[config.mk]
export PLATFORM = sky130hd
export DESIGN_NAME = sss_sequencer
export DESIGN_NICKNAME = d
export VERILOG_FILES = /design/src/rtl/sss_sequencer.v /design/src/rtl/sss_fifo.v /design/src/rtl/sss_result_mem.v
export VERILOG_INCLUDE_DIRS = /design/src /design/src/rtl
export SDC_FILE = /design/constraint.sdc
export NUM_CORES = 1
export LEC_CHECK = 0
export CAP_MARGIN = 40
export CORE_AREA = 2 2 140 87
export DETAILED_ROUTE_END_ITERATION = 10
export DIE_AREA = 0 0 142 89
export DONT_BUFFER_PORTS = 1
export GPL_TIMING_DRIVEN = 1
export PLACE_DENSITY = 0.73
export SLEW_MARGIN = 20
export SYNTH_ARGS = -nofsm -noshare
export SYNTH_HDL_FRONTEND = slang
export SYNTH_SLANG_ARGS = --single-unit
[constraint.sdc]
create_clock -name ref_clk -period 5.09 [get_ports ref_clk]
set_input_delay 0.509 -clock ref_clk [delete_from_list [all_inputs] [get_ports ref_clk]]
set_output_delay 0.509 -clock ref_clk [all_outputs]
set_load 0.02 [all_outputs]
[src/rtl/sss_defs.vh]
// constants of the simultaneous sample sequencer
`ifndef SSS_DEFS_VH
`define SSS_DEFS_VH
// ************************************************************
// mode word layout
// ************************************************************
`define SSS_MODE_W        4
`define SSS_MODE_RESET    4'h0
`define SSS_PD_BIT        3
`define SSS_BANK_BIT      2
`define SSS_CNT_HI        1
`define SSS_CNT_LO        0
// ************************************************************
// data and memory
// ************************************************************
`define SSS_DATA_W        12
`define SSS_CHANNELS      4
`define SSS_PTR_W         2
// ************************************************************
// timing
// ************************************************************
`define SSS_CLK_NS        25
`define SSS_CONV_NS       2000
`define SSS_CONV_CYC      ((`SSS_CONV_NS + `SSS_CLK_NS - 1) / `SSS_CLK_NS)
`define SSS_TRACK_NS      600
`define SSS_TRACK_CYC     ((`SSS_TRACK_NS + `SSS_CLK_NS - 1) / `SSS_CLK_NS)
`define SSS_CNT_W         7
`define SSS_FIFO_DEPTH    4
`endif

[src/rtl/sss_sequencer.v]
// sequencer and host bus of the four-channel simultaneous sampler
`default_nettype none
`include "sss_defs.vh"
module sss_sequencer
(
  input  wire                      ref_clk,
  input  wire                      arst_n,
  input  wire                      sample_strobe_n,
  input  wire                      chipSel_n,
  input  wire                      write_n,
  input  wire                      read_n,
  input  wire [1:0]                addrIn,
  input  wire [`SSS_DATA_W-1:0]    result_bus_in,
  output reg  [`SSS_DATA_W-1:0]    result_bus_out,
  output reg  [`SSS_DATA_W-1:0]    result_bus_oe,
  output reg                       done_n,
  output reg  [3:0]                holdStage,
  output reg                       bankSelect,
  output reg  [1:0]                convChannel,
  output reg                       convStart,
  input  wire [`SSS_DATA_W-1:0]    convResult,
  output reg                       powerDown
);
  // ************************************************************
  // reset release
  // ************************************************************
  reg  rstSync1;
  reg  rstSync2;
  wire rst_n;
  always @(posedge ref_clk or negedge arst_n)
  begin
    if (!arst_n)
    begin
      rstSync1 <= 1'b0;
      rstSync2 <= 1'b0;
    end
    else
    begin
      rstSync1 <= 1'b1;
      rstSync2 <= rstSync1;
    end
  end
  // two flops, so no register leaves reset on a half-settled edge
  assign rst_n = rstSync2;

  // ************************************************************
  // edge detection of host strobes
  // ************************************************************
  reg  strobePrev;
  reg  writePrev;
  reg  selPrev;
  reg  readPrev;
  wire strobeRise;
  wire modeLatch;
  wire readFall;
  wire readRise;
  always @(posedge ref_clk or negedge rst_n)
  begin
    if (!rst_n)
    begin
      strobePrev <= 1'b1;
      writePrev  <= 1'b1;
      selPrev    <= 1'b1;
      readPrev   <= 1'b1;
    end
    else
    begin
      strobePrev <= sample_strobe_n;
      writePrev  <= write_n;
      selPrev    <= chipSel_n;
      readPrev   <= read_n;
    end
  end
  assign strobeRise = sample_strobe_n & ~strobePrev;
  // write counts while selected; select rise ends a write still low
  assign modeLatch  = (~chipSel_n & write_n & ~writePrev & ~selPrev)
                    | (chipSel_n & ~selPrev & ~writePrev);
  // read strobes only count while selected
  assign readFall   = ~chipSel_n & ~read_n & readPrev;
  assign readRise   = ~chipSel_n & read_n & ~readPrev;

  // ************************************************************
  // mode word register
  // ************************************************************
  reg  [`SSS_MODE_W-1:0] modeWord;
  always @(posedge ref_clk or negedge rst_n)
  begin
    if (!rst_n)
      modeWord <= `SSS_MODE_RESET;
    else if (modeLatch)
      modeWord <= {result_bus_in[1:0], addrIn};
  end
  // top bit wins, others ignored; top bit clear wakes
  always @(posedge ref_clk or negedge rst_n)
  begin
    if (!rst_n)
      powerDown <= 1'b0;
    else
      powerDown <= modeWord[`SSS_PD_BIT];
  end

  // ************************************************************
  // conversion sequencer
  // ************************************************************
  localparam ST_IDLE = 2'b00;
  localparam ST_CONV = 2'b01;
  localparam ST_PUSH = 2'b10;
  reg  [1:0]            state;
  reg  [`SSS_CNT_W-1:0] cycCount;
  reg  [1:0]            lastChan;
  reg                   seqEnd;
  wire                  fifoInReady;
  wire                  fifoOutValid;
  wire [13:0]           fifoOut;
  reg                   fifoInValid;
  reg  [13:0]           fifoIn;
  always @(posedge ref_clk or negedge rst_n)
  begin
    if (!rst_n)
    begin
      state       <= ST_IDLE;
      cycCount    <= {`SSS_CNT_W{1'b0}};
      lastChan    <= 2'b00;
      holdStage   <= 4'h0;
      bankSelect  <= 1'b0;
      convChannel <= 2'b00;
      convStart   <= 1'b0;
      fifoInValid <= 1'b0;
      fifoIn      <= 14'h0000;
      seqEnd      <= 1'b0;
    end
    else
    begin
      convStart <= 1'b0;
      seqEnd    <= 1'b0;
      case (state)
        ST_IDLE:
        begin
          // powered-down converter ignores starts
          if (strobeRise && !modeWord[`SSS_PD_BIT])
          begin
            holdStage   <= 4'hF;
            bankSelect  <= modeWord[`SSS_BANK_BIT];
            lastChan    <= modeWord[`SSS_CNT_HI:`SSS_CNT_LO];
            convChannel <= 2'b00;
            convStart   <= 1'b1;
            cycCount    <= {`SSS_CNT_W{1'b0}};
            state       <= ST_CONV;
          end
        end
        ST_CONV:
        begin
          // strobe edges are not looked at here
          // push cycle belongs to the slot, keeping each channel at 2us
          if (cycCount == `SSS_CONV_CYC - 2)
          begin
            fifoIn      <= {convChannel, convResult};
            fifoInValid <= 1'b1;
            state       <= ST_PUSH;
          end
          else
            cycCount <= cycCount + 1'b1;
        end
        ST_PUSH:
        begin
          // stall until fifo takes the word
          if (fifoInReady)
          begin
            fifoInValid <= 1'b0;
            cycCount    <= {`SSS_CNT_W{1'b0}};
            if (convChannel == lastChan)
            begin
              holdStage <= 4'h0;
              seqEnd    <= 1'b1;
              state     <= ST_IDLE;
            end
            else
            begin
              convChannel <= convChannel + 1'b1;
              convStart   <= 1'b1;
              state       <= ST_CONV;
            end
          end
        end
        default:
          state <= ST_IDLE;
      endcase
    end
  end

  // ************************************************************
  // fifo and result memory
  // ************************************************************
  // memory side always takes a word, so the fifo never backs up
  sss_fifo
  #(
    .WIDTH (14),
    .DEPTH (`SSS_FIFO_DEPTH),
    .AW    (2)
  )
  sss_fifo_i
  (
    .clk      (ref_clk),
    .rst_n    (rst_n),
    .inData   (fifoIn),
    .inValid  (fifoInValid),
    .inReady  (fifoInReady),
    .outData  (fifoOut),
    .outValid (fifoOutValid),
    .outReady (1'b1)
  );

  reg  [`SSS_PTR_W-1:0]  readPtr;
  wire [`SSS_DATA_W-1:0] memData;
  sss_result_mem sss_result_mem_i
  (
    .clk    (ref_clk),
    .wrEn   (fifoOutValid),
    .wrAddr (fifoOut[13:12]),
    .wrData (fifoOut[11:0]),
    .rdAddr (readPtr),
    .rdData (memData)
  );

  // ************************************************************
  // completion flag, read pointer and bus
  // ************************************************************
  reg seqDone;
  // flag waits until the last word has left the fifo
  // set beats a read fall in the same clock, so an end is never lost
  always @(posedge ref_clk or negedge rst_n)
  begin
    if (!rst_n)
    begin
      done_n  <= 1'b1;
      seqDone <= 1'b0;
    end
    else
    begin
      seqDone <= seqEnd;
      if (seqDone && !fifoOutValid)
        done_n <= 1'b0;
      else if (readFall)
        done_n <= 1'b1;
    end
  end
  // start resets pointer; wraps at four since it is two bits
  always @(posedge ref_clk or negedge rst_n)
  begin
    if (!rst_n)
      readPtr <= {`SSS_PTR_W{1'b0}};
    else if (strobeRise && state == ST_IDLE && !modeWord[`SSS_PD_BIT])
      readPtr <= {`SSS_PTR_W{1'b0}};
    else if (readRise)
      readPtr <= readPtr + 1'b1;
  end
  // drive while selected and read low; memory data lags one cycle
  // release follows a select rise one clock late
  always @(posedge ref_clk or negedge rst_n)
  begin
    if (!rst_n)
    begin
      result_bus_out <= {`SSS_DATA_W{1'b0}};
      result_bus_oe  <= {`SSS_DATA_W{1'b0}};
    end
    else
    begin
      result_bus_out <= memData;
      if (!chipSel_n && !read_n && !readFall)
        result_bus_oe <= {`SSS_DATA_W{1'b1}};
      else
        result_bus_oe <= {`SSS_DATA_W{1'b0}};
    end
  end
endmodule // sss_sequencer
`default_nettype wire

[src/rtl/sss_fifo.v]
// small valid/ready fifo between the converter and the result memory
`default_nettype none
module sss_fifo
#(
  parameter WIDTH = 14,
  parameter DEPTH = 4,
  parameter AW    = 2
)
(
  input  wire             clk,
  input  wire             rst_n,
  input  wire [WIDTH-1:0] inData,
  input  wire             inValid,
  output wire             inReady,
  output wire [WIDTH-1:0] outData,
  output wire             outValid,
  input  wire             outReady
);
  reg [WIDTH-1:0] store [0:DEPTH-1];
  reg [AW-1:0]    wrPtr;
  reg [AW-1:0]    rdPtr;
  reg [AW:0]      count;
  wire            doPush;
  wire            doPop;
  // ************************************************************
  // flags
  // ************************************************************
  assign inReady  = (count != DEPTH[AW:0]);
  assign outValid = (count != {(AW+1){1'b0}});
  assign outData  = store[rdPtr];
  assign doPush   = inValid & inReady;
  assign doPop    = outValid & outReady;
  // storage has no reset, only pointers and count do
  always @(posedge clk)
  begin
    if (doPush)
      store[wrPtr] <= inData;
  end
  // pointers and fill level
  always @(posedge clk or negedge rst_n)
  begin
    if (!rst_n)
    begin
      wrPtr <= {AW{1'b0}};
      rdPtr <= {AW{1'b0}};
      count <= {(AW+1){1'b0}};
    end
    else
    begin
      if (doPush)
        wrPtr <= wrPtr + 1'b1;
      if (doPop)
        rdPtr <= rdPtr + 1'b1;
      if (doPush && !doPop)
        count <= count + 1'b1;
      else if (doPop && !doPush)
        count <= count - 1'b1;
    end
  end
endmodule // sss_fifo
`default_nettype wire

[src/rtl/sss_result_mem.v]
// four-word result memory with registered read data
`default_nettype none
`include "sss_defs.vh"
module sss_result_mem
(
  input  wire                      clk,
  input  wire                      wrEn,
  input  wire [`SSS_PTR_W-1:0]     wrAddr,
  input  wire [`SSS_DATA_W-1:0]    wrData,
  input  wire [`SSS_PTR_W-1:0]     rdAddr,
  output reg  [`SSS_DATA_W-1:0]    rdData
);
  reg [`SSS_DATA_W-1:0] words [0:`SSS_CHANNELS-1];
  // write port and registered read port
  always @(posedge clk)
  begin
    if (wrEn)
      words[wrAddr] <= wrData;
    rdData <= words[rdAddr];
  end
endmodule // sss_result_mem
`default_nettype wire

; Word-level counts from Yosys, hierarchy flattened
; Memories as Yosys holds them, arrays and structs flattened. A register that Yosys moved wholly into a read port is not among the register bits.
; Index checks and enable logic that the tools add are counted.
[classes]
n_addsub = 7
div = 0
eq_ne = 11
mux = 38
shifts = 0
n_mul = 0
n_lt_le_gt_ge = 0
reduce_logical = 29
n_bitwise = 18
[ops]
columns = operator, count
row1 = 7-bit two-way mux, 3
row2 = 7-bit case mux with 3 select lines, 1
row3 = 2-bit two-way mux, 8
row4 = 1-bit two-way mux, 15
row5 = 12-bit two-way mux, 1
row6 = 4-bit two-way mux, 3
row7 = 4-bit AND reduction, 3
row8 = 1-bit bitwise AND, 11
row9 = 2-bit inequality test (second input constant), 5
row10 = 2-bit nonzero test, 5
row11 = 2-bit by 1-bit adder with 2-bit output (second input constant), 4
row12 = 1-bit logical AND, 8
row13 = 4-bit case mux with 2 select lines, 1
row14 = 7-bit by 1-bit adder with 7-bit output (second input constant), 1
row15 = 7-bit == test (second input constant), 1
row16 = 1-bit zero test, 6
row17 = 3-bit two-way mux, 2
row18 = 1-bit inverter, 6
row19 = 2-bit case mux with 3 select lines, 1
row20 = 3-bit AND reduction, 2
row21 = 3-bit nonzero test, 2
row22 = 1-bit case mux with 2 select lines, 2
row23 = 2-bit case mux with 2 select lines, 1
row24 = 2-bit AND reduction, 2
row25 = other kinds (9), 9
[totals]
memories = 2
ramBits = 104
reg_bits = 81
latch_bits = 0
rom_bits = 0
in_bits = 32
wordCells = 131
out_inout_bits = 34
[mem_list]
columns = memory, words, word_bits, read_ports, rd_clocked_by_memory_dff, wr, line
row1 = sss_fifo_i.store, 4, 14, 1, 0, 1, sss_fifo.v:19  ; reg [WIDTH-1:0] store [0:DEPTH-1];
row2 = sss_result_mem_i.words, 4, 12, 1, 1, 1, sss_result_mem.v:13  ; reg [`SSS_DATA_W-1:0] words [0:`SSS_CHANNELS-1];

; Logic depth before layout (Yosys ltp)
; Gate-level depths: netlist (run 1).
[logic_depth]
ltp_word = 6
depth_mapped = 10
ltp_nobuf = 9

; Modules after synthesis
; A second synthesis (run 1) with hierarchy kept.
[unflattened]
cells_unflattened = 361
hier_area_um2 = 6817.8
[modules_own_cells]
columns = module, area_each_um2, cells_per_inst, n_inst, seq_area_each_um2
row1 = sss_fifo, 2462.4, 108, 1, 1856.8
row2 = sss_sequencer, 2348.5, 175, 1, 1507.7
row3 = sss_result_mem, 2006.9, 78, 1, 1681.6

; Worst setup path before layout (run 1)
; OpenSTA, ideal clock, no wires.
[synth_timing]
kind = register to register
from = register sss_fifo_i.rdPtr[0]
to = memory sss_result_mem_i.words[0][0] in the netlist's numbering (enable)
path_stages_with_launch = 4
setup_slack_ns = 2.725
t_required_ns = 4.694
setup_time_ns = 0.396
synth_period_minus_slack_ns = 2.365
path_buffers = 1
t_arrival_ns = 1.969
cell_sequence = dfrtp_1 buf_2 mux4_2 nor3_1
[synth_via]
elab_chain_cells = 1
[synth_rtl]
columns = item, line
row1 = "start, declared", sss_fifo.v:21  ; reg [AW-1:0] rdPtr;
row2 = "start signal, assigned", sss_fifo.v:45  ; rdPtr <= {AW{1'b0}};
row3 = "start signal, assigned", sss_fifo.v:53  ; rdPtr <= rdPtr + 1'b1;
row4 = memory read 4 x 14 bit, -
row5 = "end, declared", sss_result_mem.v:13
; No other way between the ends.

; Final worst setup path (run 1)
[layout_timing]
from = register sss_fifo_i.count[0]
to = register sss_fifo_i.count[1]
[layout_via]
elab_chain_cells = 5
word_cells_on_any_way = 12
cone_classes = add/sub: 2 / eq/ne: 1 / mux: 2 / bitwise: 1 / reduce/logical: 6
[layout_rtl]
columns = item, line
row1 = "start, declared", sss_fifo.v:22  ; reg [AW:0] count;
row2 = "start signal, assigned", sss_fifo.v:46  ; count <= {(AW+1){1'b0}};
row3 = "start signal, assigned", sss_fifo.v:55  ; count <= count + 1'b1;
row4 = "start signal, assigned", sss_fifo.v:57  ; count <= count - 1'b1;
row5 = 3-bit inequality test (*), sss_fifo.v:28  ; assign inReady = (count != DEPTH[AW:0]);
row6 = 1-bit bitwise AND (*), sss_fifo.v:31  ; assign doPush = inValid & inReady;
row7 = named net sss_fifo_i.doPush, sss_fifo.v:23  ; wire doPush;
row8 = 1-bit zero test, sss_fifo.v:56  ; else if (doPop && !doPush)
row9 = 1-bit logical AND, sss_fifo.v:56
row10 = 2-bit nonzero test (no source line), -
; The timed path passes the listed nets; every way through them passes the cells marked *. The select of a mux whose other input is x is not followed.
; A chain may end at the register's enable or synchronous reset.

==> flow_summary.yaml, run 1 <==
synthesis:
  synthMuxAreaShare: 0.120
  synthXorXnorAreaFrac: 0.0130
  synthSimpleGateAreaFrac: 0.0525
  synth_adder_area_share: 0.0160
  syn-cell-area_mm2: 0.00672
  synth_compound_area_frac: 0.0186
  synth_seq_cells: 183
  ys_types: 40
  synth_edf_count: 104
  synth-main-ff-cell: "edfxtp_1"
  yosys_warnings: 0
  synthCells: 367
  synth_nets: 407
  synth-seq-area-share: 0.751
  synth_top_family_by_area: "multiplexers"
  ys_async_sr_fraction: 0.366
  synth.avg_cell_area_um2: 18.3
timing:
  finalHoldViolCount: 0
  whs_ps: 87.1
  finClkSkew_ps: 11.2
  period_share: 0.459
  period_needed_ps: 2330
  setup_viol: 0
  slew_viol_final: 0
  fmax_ghz: 0.428
  tightest_slew_ps: 752
  maxSlewHeadroom: 0.497
  rsz0062_at_grt: "no"
  setup_tns_ps: 0
finish:
  nets: 412
  drive_above_1_share: 0.247
  layout_commonest_cell: "edfxtp_1"
  fin_util: 0.664
  area_growth_pct: 10.8
  diodes: 0
  final_cell_mix: "104 x edfxtp_1, 60 x dfrtp_1, 26 x mux4_2, 19 x mux2_2"
  stdcell_count: 529
  stdcell_area_mm2: 0.00745
critical_path:
  cp_max_fo: 8
  crit_required_ps: 5390
  rrSetupSlack_ps: 2760
  crit_start: "sss_fifo_i.count[0]$_DFFE_PN0P_"
  path_class: "flip-flop to flip-flop"
  rr_endpoint: "sss_fifo_i.count[1]$_DFFE_PN0P_"
  end_kind: "flip-flop"
  cp-start-kind: "flip-flop"
  rr_worst_depth: 7
  cp.arrival_ps: 2630
  rr_startpoint: "sss_fifo_i.count[0]$_DFFE_PN0P_"
  crit_end: "sss_fifo_i.count[1]$_DFFE_PN0P_"
global_routing:
  grt_pass1_vias: 3029
  grt-ovfl-total: 0
  track_usage: 0.182
  grt_max_degree: 66
  grt_pass1_wl_um: 16600
  antenna_found_initial: 0
routing:
  ant_nets: 0
  first_iter_violations: 196
  vias: 3015
  vias_per_cell: 5.70
  wire_per_inst_um: 19.4
  drt_first_pass_iters: 5
  wl_um: 10200
  drc: 0
cts:
  clk_pin_slew_ps: 70
  clkSinkCount: 183
  cts_setup_buffers: 0
  cts_hold_buf: 1
  root_buffer: "clkbuf_16"
  clockBufferDepth: 2
  cts_resized: 0
  cts_max_level: 4
  cts_tree: "yes"
  cts_buffers: 17
  worstSkewPairLatency_ps: 410
placed_design:
  gp_congestion: 0.705
  port_buffers: 0
  hpwl_um: 6380
  placed_area_mm2: 0.00683
  dp_cells: 494
die:
  initial_utilization: 0.599
  die_width_um: 142
  rows: 30
  die_y_um: 89
  fp.coreArea_mm2: 0.0112
  boundaryPins: 66
  die_area_mm2: 0.0126
power_and_ir_drop:
  p_per_area_mw_per_mm2: 434
  ir_worst_vdd_v: 0.000230
  leakage_nw: 2.79
min_path:
  hold_class: "input port to flip-flop"
  whs_path_depth: 0
status:
  status: "finished, final reports clean"
run:
  maxCapViolations: 0
## registers in the layout, indices dropped and copies added, names as in the netlist, 2 cells and up
name / flops
modeWord: 4
result_bus_out: 12
sss_fifo_i.store: 56
convChannel: 2
sss_fifo_i.count: 3
sss_fifo_i.wrPtr: 2
sss_result_mem_i.words: 48
lastChan: 2
readPtr: 2
sss_result_mem_i.rdData: 12
sss_fifo_i.rdPtr: 2
fifoIn: 14
state: 2
cycCount: 7
## kinds of logic (layout without fill, tap and decap cells)
kind of cell	count (synthesis)	count (layout)
AOI/OAI and AO/OA	18	18
xor gates and xnor gates	10	10
adders and majority gates	8	8
buffers and inverters	32	50
DFF	183	183
muxes	46	46
other	1	1
and+or+nand+nor	69	69
## Yosys cell counts, types with 2 or more instances
library cell  count  area [um^2]
buf_4            15          113
nand2_1          18         67.6
or3_1             2         12.5
ha_1              7         87.6
o21ai_0           4         20.0
nor3_1           10         50.1
nand2b_1          3         18.8
nor4b_1           2         17.5
and3_1            9         56.3
dfrtp_1          62         1550
edfxtp_1        104         3120
o21a_1            2         15.0
xor2_1            6         52.6
xnor2_1           4         35.0
clkbuf_1          3         11.3
mux4_2           26          586
nor2_1           11         41.3
dfxtp_1          12          240
nor2b_1           2         12.5
a21oi_1           4         20.0
a211o_1           4         35.0
mux2_2           19          214
buf_2             4         20.0
nand3_1           7         35.0
dfstp_2           5          131
inv_1             8         30.0
## worst min-delay path by stage
| stage | end | start | slack [ps] |
|---|---|---|---|
| after floorplan | rstSync1$_DFF_PN0_ | arst_n | 210 |
| after global placement | rstSync1$_DFF_PN0_ | arst_n | 210 |
| after detailed placement | rstSync1$_DFF_PN0_ | arst_n | 210 |
| after CTS | writePrev$_DFF_PN1_ | write_n | 70 |
| after global routing | readPrev$_DFF_PN1_ | read_n | 60 |
| final | writePrev$_DFF_PN1_ | write_n | 90 |
## through the flow
stage               setup WS (ps)  power (mW)
global route                 2650        3.37
detailed placement           2830        2.00
CTS                          2770        3.25
global placement             2260        1.99
finish                       2760        3.23
floorplan                    2720        1.97
## power by group
group	total (mW)	switching, mW	leakage [nW]	internal [mW]
registers	1.82	0.139	1.83	1.68
clock network	1.25	0.541	0.284	0.714
logic	0.157	0.0520	0.679	0.105
## per-layer routing
metal  up-vias  GRT usage  wire (um)
met4         0     0.0636         25
li1       1380          -          -
met5         -          0          0
met3         2     0.0525        469
met1      1559      0.269       4960
met2        74      0.264       4790
## critical path: stages (launching register included)
cell,delay [ps]
dfrtp_1,450
or3b_2,570
nand2_1,140
inv_1,90
ha_1,220
inv_1,70
fa_1,400
mux2_2,270
## area by class of cell
type                            count  area (um^2)
Sequential cell                   183         5050
Clock inverter                     11          111
Tap cell                          144          180
Timing Repair Buffer               10          129
Fill cell                         716         3780
Multi-Input combinational cell    152         1490
Clock buffer                       21          462
Inverter                            8         30.0
No activity file was read; power rests on OpenSTA's default activity.
==> run 2: changes to the inputs <==
- CORE_AREA: 2 2 140 87 -> 2 2 145 90
- DIE_AREA: 0 0 142 89 -> 0 0 147 92
- PLACE_DENSITY: 0.73 -> 0.71
- clock period: 5.09 -> 2.14 ns (I/O delays scaled with it)
==> run 2 against run 1 <==
Against the previous run:
- setup slack worse by 2700 ps
- flip-flop and latch count stayed put
- final cell count is 12% higher
- via count is 4.8% higher
- routed wire length is 7.2% higher
- fmax is 12% higher
- register-to-register slack worse by 2700 ps
- total power is 140% higher
- sequential power is 140% higher
- non-clock buffer count is 35 higher
- largest power group unchanged
==> flow_summary.yaml, run 2 (synthesis gave the netlist of run 1 again) <==
cts:
  clk_pin_slew_ps: 60
  root_buffer: "clkbuf_16"
  cts_max_level: 4
  cts_buffers: 17
  clockBufferDepth: 2
  worstSkewPairLatency_ps: 420
  cts_tree: "yes"
  clkSinkCount: 183
finish:
  reg_top3: "sss_fifo_i.store x56, sss_result_mem_i.words x48, fifoIn x14"
  stdcell_count: 590
  diodes: 0
  fin_util: 0.629
  stdcell_area_mm2: 0.00781
  drive_above_1_share: 0.283
  largest_reg_flops: 56
  final_cell_mix: "104 x edfxtp_1, 59 x dfrtp_1, 26 x mux4_2, 22 x dlygate4sd3_1, 21 x buf_4"
  layout_commonest_cell: "edfxtp_1"
  nets: 447
  area_growth_pct: 16.2
  regMostFlops: "sss_fifo_i.store"
critical_path:
  path_class: "flip-flop to flip-flop"
  cp.arrival_ps: 2380
  crit_required_ps: 2440
  slowest_delay_ps: 440
  cp_max_fo: 4
  slowest_stage: "dfrtp_2"
  path_cells: "or3b_4, nand2_2, inv_1, ha_2, inv_1, fa_2, mux2_2"
  end_kind: "flip-flop"
  cp-start-kind: "flip-flop"
  rrSetupSlack_ps: 50
  cp_common_cell: "inv_1"
  rr_worst_depth: 7
  rr_endpoint: "sss_fifo_i.count[1]$_DFFE_PN0P_"
  rr_startpoint: "sss_fifo_i.count[0]$_DFFE_PN0P_"
die:
  die_width_um: 147
  fp.coreArea_mm2: 0.0124
  rows: 32
  initial_utilization: 0.542
  die_y_um: 92
  die_area_mm2: 0.0135
  boundaryPins: 66
placed_design:
  dp_cells: 534
  pre_cts_ws_ps: 5.39
  gp_congestion: 0.741
  port_buffers: 0
  placed_area_mm2: 0.00697
  hpwl_um: 6850
routing:
  wl_um: 11000
  vias_per_cell: 5.36
  first_iter_violations: 312
  wire_per_inst_um: 18.6
  vias: 3160
  ant_nets: 0
  drt_first_pass_iters: 4
  drc: 0
timing:
  setup_slack_ps: 54.7
  period_share: 0.974
  finalHoldViolCount: 0
  setup_viol: 0
  fmax_ghz: 0.480
  slew_viol_final: 0
  maxSlewHeadroom: 0.519
  tightest_slew_ps: 716
  finClkSkew_ps: 12.4
  period_needed_ps: 2090
  setup_tns_ps: 0
min_path:
  holdPathEnd: "done_n$_DFFE_PN1P_"
  hold_class: "input port to flip-flop"
  min_from: "chipSel_n"
  whs_path_depth: 3
global_routing:
  grt_pass1_vias: 3355
  grt-ovfl-total: 0
  grt_pass1_wl_um: 17600
  grt_max_degree: 54
  track_usage: 0.179
  antenna_found_initial: 0
power_and_ir_drop:
  leakage_nw: 2.94
  p_per_area_mw_per_mm2: 1010
  ir_worst_vdd_v: 0.000553
status:
  status: "finished, final reports clean"
run:
  maxCapViolations: 0
run 2: cell count changes in the layout (fill, tap and decap cells not counted), sizes merged:
cell,before,now
clkinv,4,5
clkbuf,21,19
inv,14,12
clkinvlp,0,2
dlygate4sd3,1,22
buf,9,23
bufinv,1,2
run 2: layer usage:
| layer | vias up | GRT usage | part of all wire | wire (um) |
|---|---|---|---|---|
| met4 | 0 | 0.0681 | 0.0085 | 93 |
| li1 | 1440 | - | - | - |
| met3 | 8 | 0.0498 | 0.045 | 489 |
| met2 | 72 | 0.283 | 0.49 | 5350 |
| met5 | - | 0 | 0 | 0 |
| met1 | 1640 | 0.241 | 0.46 | 5050 |
run 2: final cells by class:
type	instances	area (um^2)
sequential	183	5050
clock inverter	13	145
fill	882	4600
tap	170	213
multi-input combinational	152	1510
clock buffer	19	453
inverter	8	30.0
timing repair buffer	45	409
run 2: worst max path at each step:
stage                                    startpoint  slack, ps                                       to
detailed placement  sss_fifo_i.count[1]$_DFFE_PN0P_          5          sss_fifo_i.count[2]$_DFFE_PN0P_
global placement    sss_fifo_i.rdPtr[0]$_DFFE_PN0P_        -30  sss_result_mem_i.words[2][11]$_DFFE_PP_
finish              sss_fifo_i.count[0]$_DFFE_PN0P_         50          sss_fifo_i.count[1]$_DFFE_PN0P_
global route        sss_fifo_i.count[0]$_DFFE_PN0P_        -20          sss_fifo_i.count[1]$_DFFE_PN0P_
CTS                 sss_fifo_i.count[0]$_DFFE_PN0P_         20          sss_fifo_i.count[2]$_DFFE_PN0P_
floorplan           sss_fifo_i.count[1]$_DFFE_PN0P_         80          sss_fifo_i.count[1]$_DFFE_PN0P_
run 2: critical path, delay by kind of cell, from the launching register on:
family,cells,cell delay [ps]
buffers and inverters,2,140
DFF,1,440
adders and majority gates,2,620
and+or+nand+nor,2,510
muxes,1,270
run 2: stage by stage:
| stage | total power, mW | hold slack, ps |
|---|---|---|
| 2_1_floorplan | 4.68 | -81.6 |
| 3_3_place_gp | 4.77 | -81.5 |
| 3_5_place_dp | 4.80 | -81.5 |
| 4_1_cts | 7.94 | 7.39 |
| 5_1_grt | 8.13 | 46.3 |
| 6_report | 7.85 | 16.7 |
run 2: power by group:
group	switching, mW	internal, mW	leakage (nW)
Combinational	0.168	0.265	0.824
Sequential	0.312	4.00	1.83
Clock	1.31	1.80	0.290
Total	1.79	6.06	2.94
run 2: timing repair:
item,in CTS,in global routing
gates cloned,0,0
pin swaps,0,4
setup buffers,0,2
hold buffers,22,0
setup endpoints to repair,1,2
endpoints found under the hold margin,23,0
resized for setup,1,4
==> run 3: changes to the inputs <==
- ABC_AREA: unset -> 1
- CORE_AREA: 2 2 145 90 -> 2 2 149 93
- DIE_AREA: 0 0 147 92 -> 0 0 151 95
- SETUP_SLACK_MARGIN: unset -> 0.1
==> run 3 against run 2 <==
Against the previous run:
- final cell count grew 34%
- setup slack better by 98 ps
- die area grew 6.1%
- largest power group unchanged
- highest routed layer unchanged
==> flow_summary.yaml, run 3 <==
timing:
  rsz0062_at_grt: "yes"
  period_share: 0.929
  setup_tns_ps: 0
  fmax_ghz: 0.503
  finalHoldViolCount: 0
  finClkSkew_ps: 12.7
  slew_viol_final: 0
  period_needed_ps: 1990
  maxSlewHeadroom: 0.517
  tightest_slew_ps: 724
  setup_viol: 0
synthesis:
  ys_types: 35
  synthSimpleGateAreaFrac: 0.111
  synth_top_cell_area_share: 0.442
  yosys-top-cells-count: "104 x edfxtp_1, 74 x nor2_1, 62 x dfrtp_1, 62 x nand2_1, 57 x o21ai_0"
  synthMuxAreaShare: 0.00159
  synth-main-ff-cell: "edfxtp_1"
  yosysMostFrequentCell: "edfxtp_1"
  synth_compound_area_frac: 0.0896
  synth_nets: 613
  synth_seq_cells: 183
  synth_adder_area_share: 0.0152
  yosys.area.top_type: "edfxtp_1"
  yosys_warnings: 0
  ys_async_sr_fraction: 0.366
  synthTopCellsByArea: "edfxtp_1 44%, dfrtp_1 22%, o21ai_0 4.0%"
  synth_top_family_by_area: "simple AND/OR/NAND/NOR gates"
  synthXorXnorAreaFrac: 0.00991
  syn-cell-area_mm2: 0.00707
  synth.avg_cell_area_um2: 12.3
  synth-seq-area-share: 0.714
  synthCells: 573
  synth_edf_count: 104
cts:
  cts_max_level: 4
  worstSkewPairLatency_ps: 420
  cts_tree: "yes"
  cts_buffers: 17
  clk_pin_slew_ps: 70
  clockBufferDepth: 2
  clkSinkCount: 183
  root_buffer: "clkbuf_16"
finish:
  diodes: 0
  drive_above_1_share: 0.170
  regArea_mm2: 0.00505
  nets: 643
  fill_cells: 980
  final_cell_mix: "104 x edfxtp_1, 74 x nor2_1, 61 x nand2_1, 58 x dfrtp_1, 56 x o21ai_0"
  fin_util: 0.611
  reg_top3: "sss_fifo_i.store x56, sss_result_mem_i.words x48, fifoIn x14"
  regMostFlops: "sss_fifo_i.store"
  stdcell_area_mm2: 0.00803
  area_growth_pct: 13.5
  layout_commonest_cell: "edfxtp_1"
  largest_reg_flops: 56
  multi_input_area_mm2: 0.00162
die:
  die_width_um: 151
  initial_utilization: 0.538
  die_area_mm2: 0.0143
  die_y_um: 95
  boundaryPins: 66
  fp.coreArea_mm2: 0.0131
  rows: 33
routing:
  first_iter_violations: 350
  vias_per_cell: 5.05
  drc: 0
  ant_nets: 0
  drt_first_pass_iters: 4
  wire_per_inst_um: 15.2
  wl_um: 12000
  vias: 3991
placed_design:
  placed_area_mm2: 0.00725
  gp_congestion: 0.811
  hpwl_um: 7670
  port_buffers: 0
critical_path:
  end_kind: "flip-flop"
  slowest_stage: "dfrtp_2"
  path_class: "flip-flop to flip-flop"
  cp_max_fo: 3
  path_cells: "nor2_4, nand2_1, nand2_1, inv_1, ha_1, inv_2, fa_1, mux2_2"
  slowest_delay_ps: 450
  crit_required_ps: 2440
  cp.arrival_ps: 2290
  cp_common_cell: "nand2_1"
  cp-start-kind: "flip-flop"
status:
  status: "finished, final reports clean"
run:
  maxCapViolations: 0
power_and_ir_drop:
  report.power.total_mw: 7.57
  p_per_area_mw_per_mm2: 943
  ir_worst_vdd_v: 0.000657
  leakage_nw: 3.07
global_routing:
  grt_pass1_vias: 3803
  antenna_found_initial: 0
  grt_max_degree: 44
  grt_pass1_wl_um: 19500
  track_usage: 0.185
  grt-ovfl-total: 0
min_path:
  hold_class: "input port to asynchronous set/reset pin"
[run 3: changes by cell type in the layout (fill, tap and decap cells not counted), moves of 8 or more]
cell,previous run,this run
o21ai_1,0,8
and3_1,9,0
o22ai_1,0,24
mux4_2,26,0
nor2_1,11,74
nand2_1,17,61
o21ai_2,0,14
nand3_1,7,15
mux2_2,19,1
nand2_2,1,12
o21ai_0,4,56
inv_1,7,46
[run 3: worst paths after layout]
path | startpoint | end | slack, ps | cells after the start
max reg2reg | sss_fifo_i.count[0]$_DFFE_PN0P_ | sss_fifo_i.count[1]$_DFFE_PN0P_ | 150 | 8
max | sss_fifo_i.count[0]$_DFFE_PN0P_ | sss_fifo_i.count[1]$_DFFE_PN0P_ | 150 | 8
max in group asynchronous | rstSync2$_DFF_PN0_ | readPrev$_DFF_PN1_ | 1460 | 1
min in group ref_clk | read_n | readPtr[1]$_DFFE_PN0P_ | 40 | 2
min | arst_n | rstSync1$_DFF_PN0_ | 10 | 1
min reg2reg | rstSync2$_DFF_PN0_ | fifoIn[6]$_DFFE_PN0P_ | 120 | 0
[run 3: power by group]
group | internal [mW] | total (mW) | switching (mW)
Combinational | 0.151 | 0.439 | 0.288
Clock | 1.56 | 2.86 | 1.30
Sequential | 4.01 | 4.28 | 0.269
[run 3: repair_timing]
item	in CTS	in global routing
hold endpoints to repair	25	0
setup endpoints to repair	0	2
setup buffers	0	1
hold buffers	21	0
resized for setup	0	8
[run 3: per-stage QoR]
stage	instances	hold slack [ps]	worst slack (ps)
6_report	791	14.7	153
5_1_grt	791	4.23	67.4
4_1_cts	790	5.84	108
3_5_place_dp	737	-81.5	151
3_3_place_gp	737	-81.5	203
2_1_floorplan	573	-81.6	145
[run 3: metal layers]
layer / routed length [um] / global-route usage
met1: 5770 / 0.269
met4: 76 / 0.0685
met3: 868 / 0.0473
met2: 5300 / 0.270
met5: 0 / 0
[run 3: critical path: cells and delay by family (launching register included)]
kind                       cells  cell delay [ps]
muxes                          1              280
adders and majority gates      2              620
and+or+nand+nor                3              360
buffers and inverters          2              160
DFF                            1              450
[run 3: layout make-up]
cell class	instances	area share
Clock inverter	14	0.0120
Timing Repair Buffer	43	0.0483
Multi-Input combinational cell	305	0.202
Sequential cell	183	0.629
Clock buffer	18	0.0561
Tap cell	175	0.0273
Inverter	53	0.0248
[run 3: cell families (layout without fill, tap and decap cells)]
kind of cell,Yosys count,after routing
AO/OA/AOI/OAI,110,110
flip-flops,183,183
adder cells (fa/ha/maj),8,8
XOR/XNOR,8,8
AND/OR/NAND/NOR,177,177
buffers and inverters,85,128
other,1,1
multiplexers,1,1
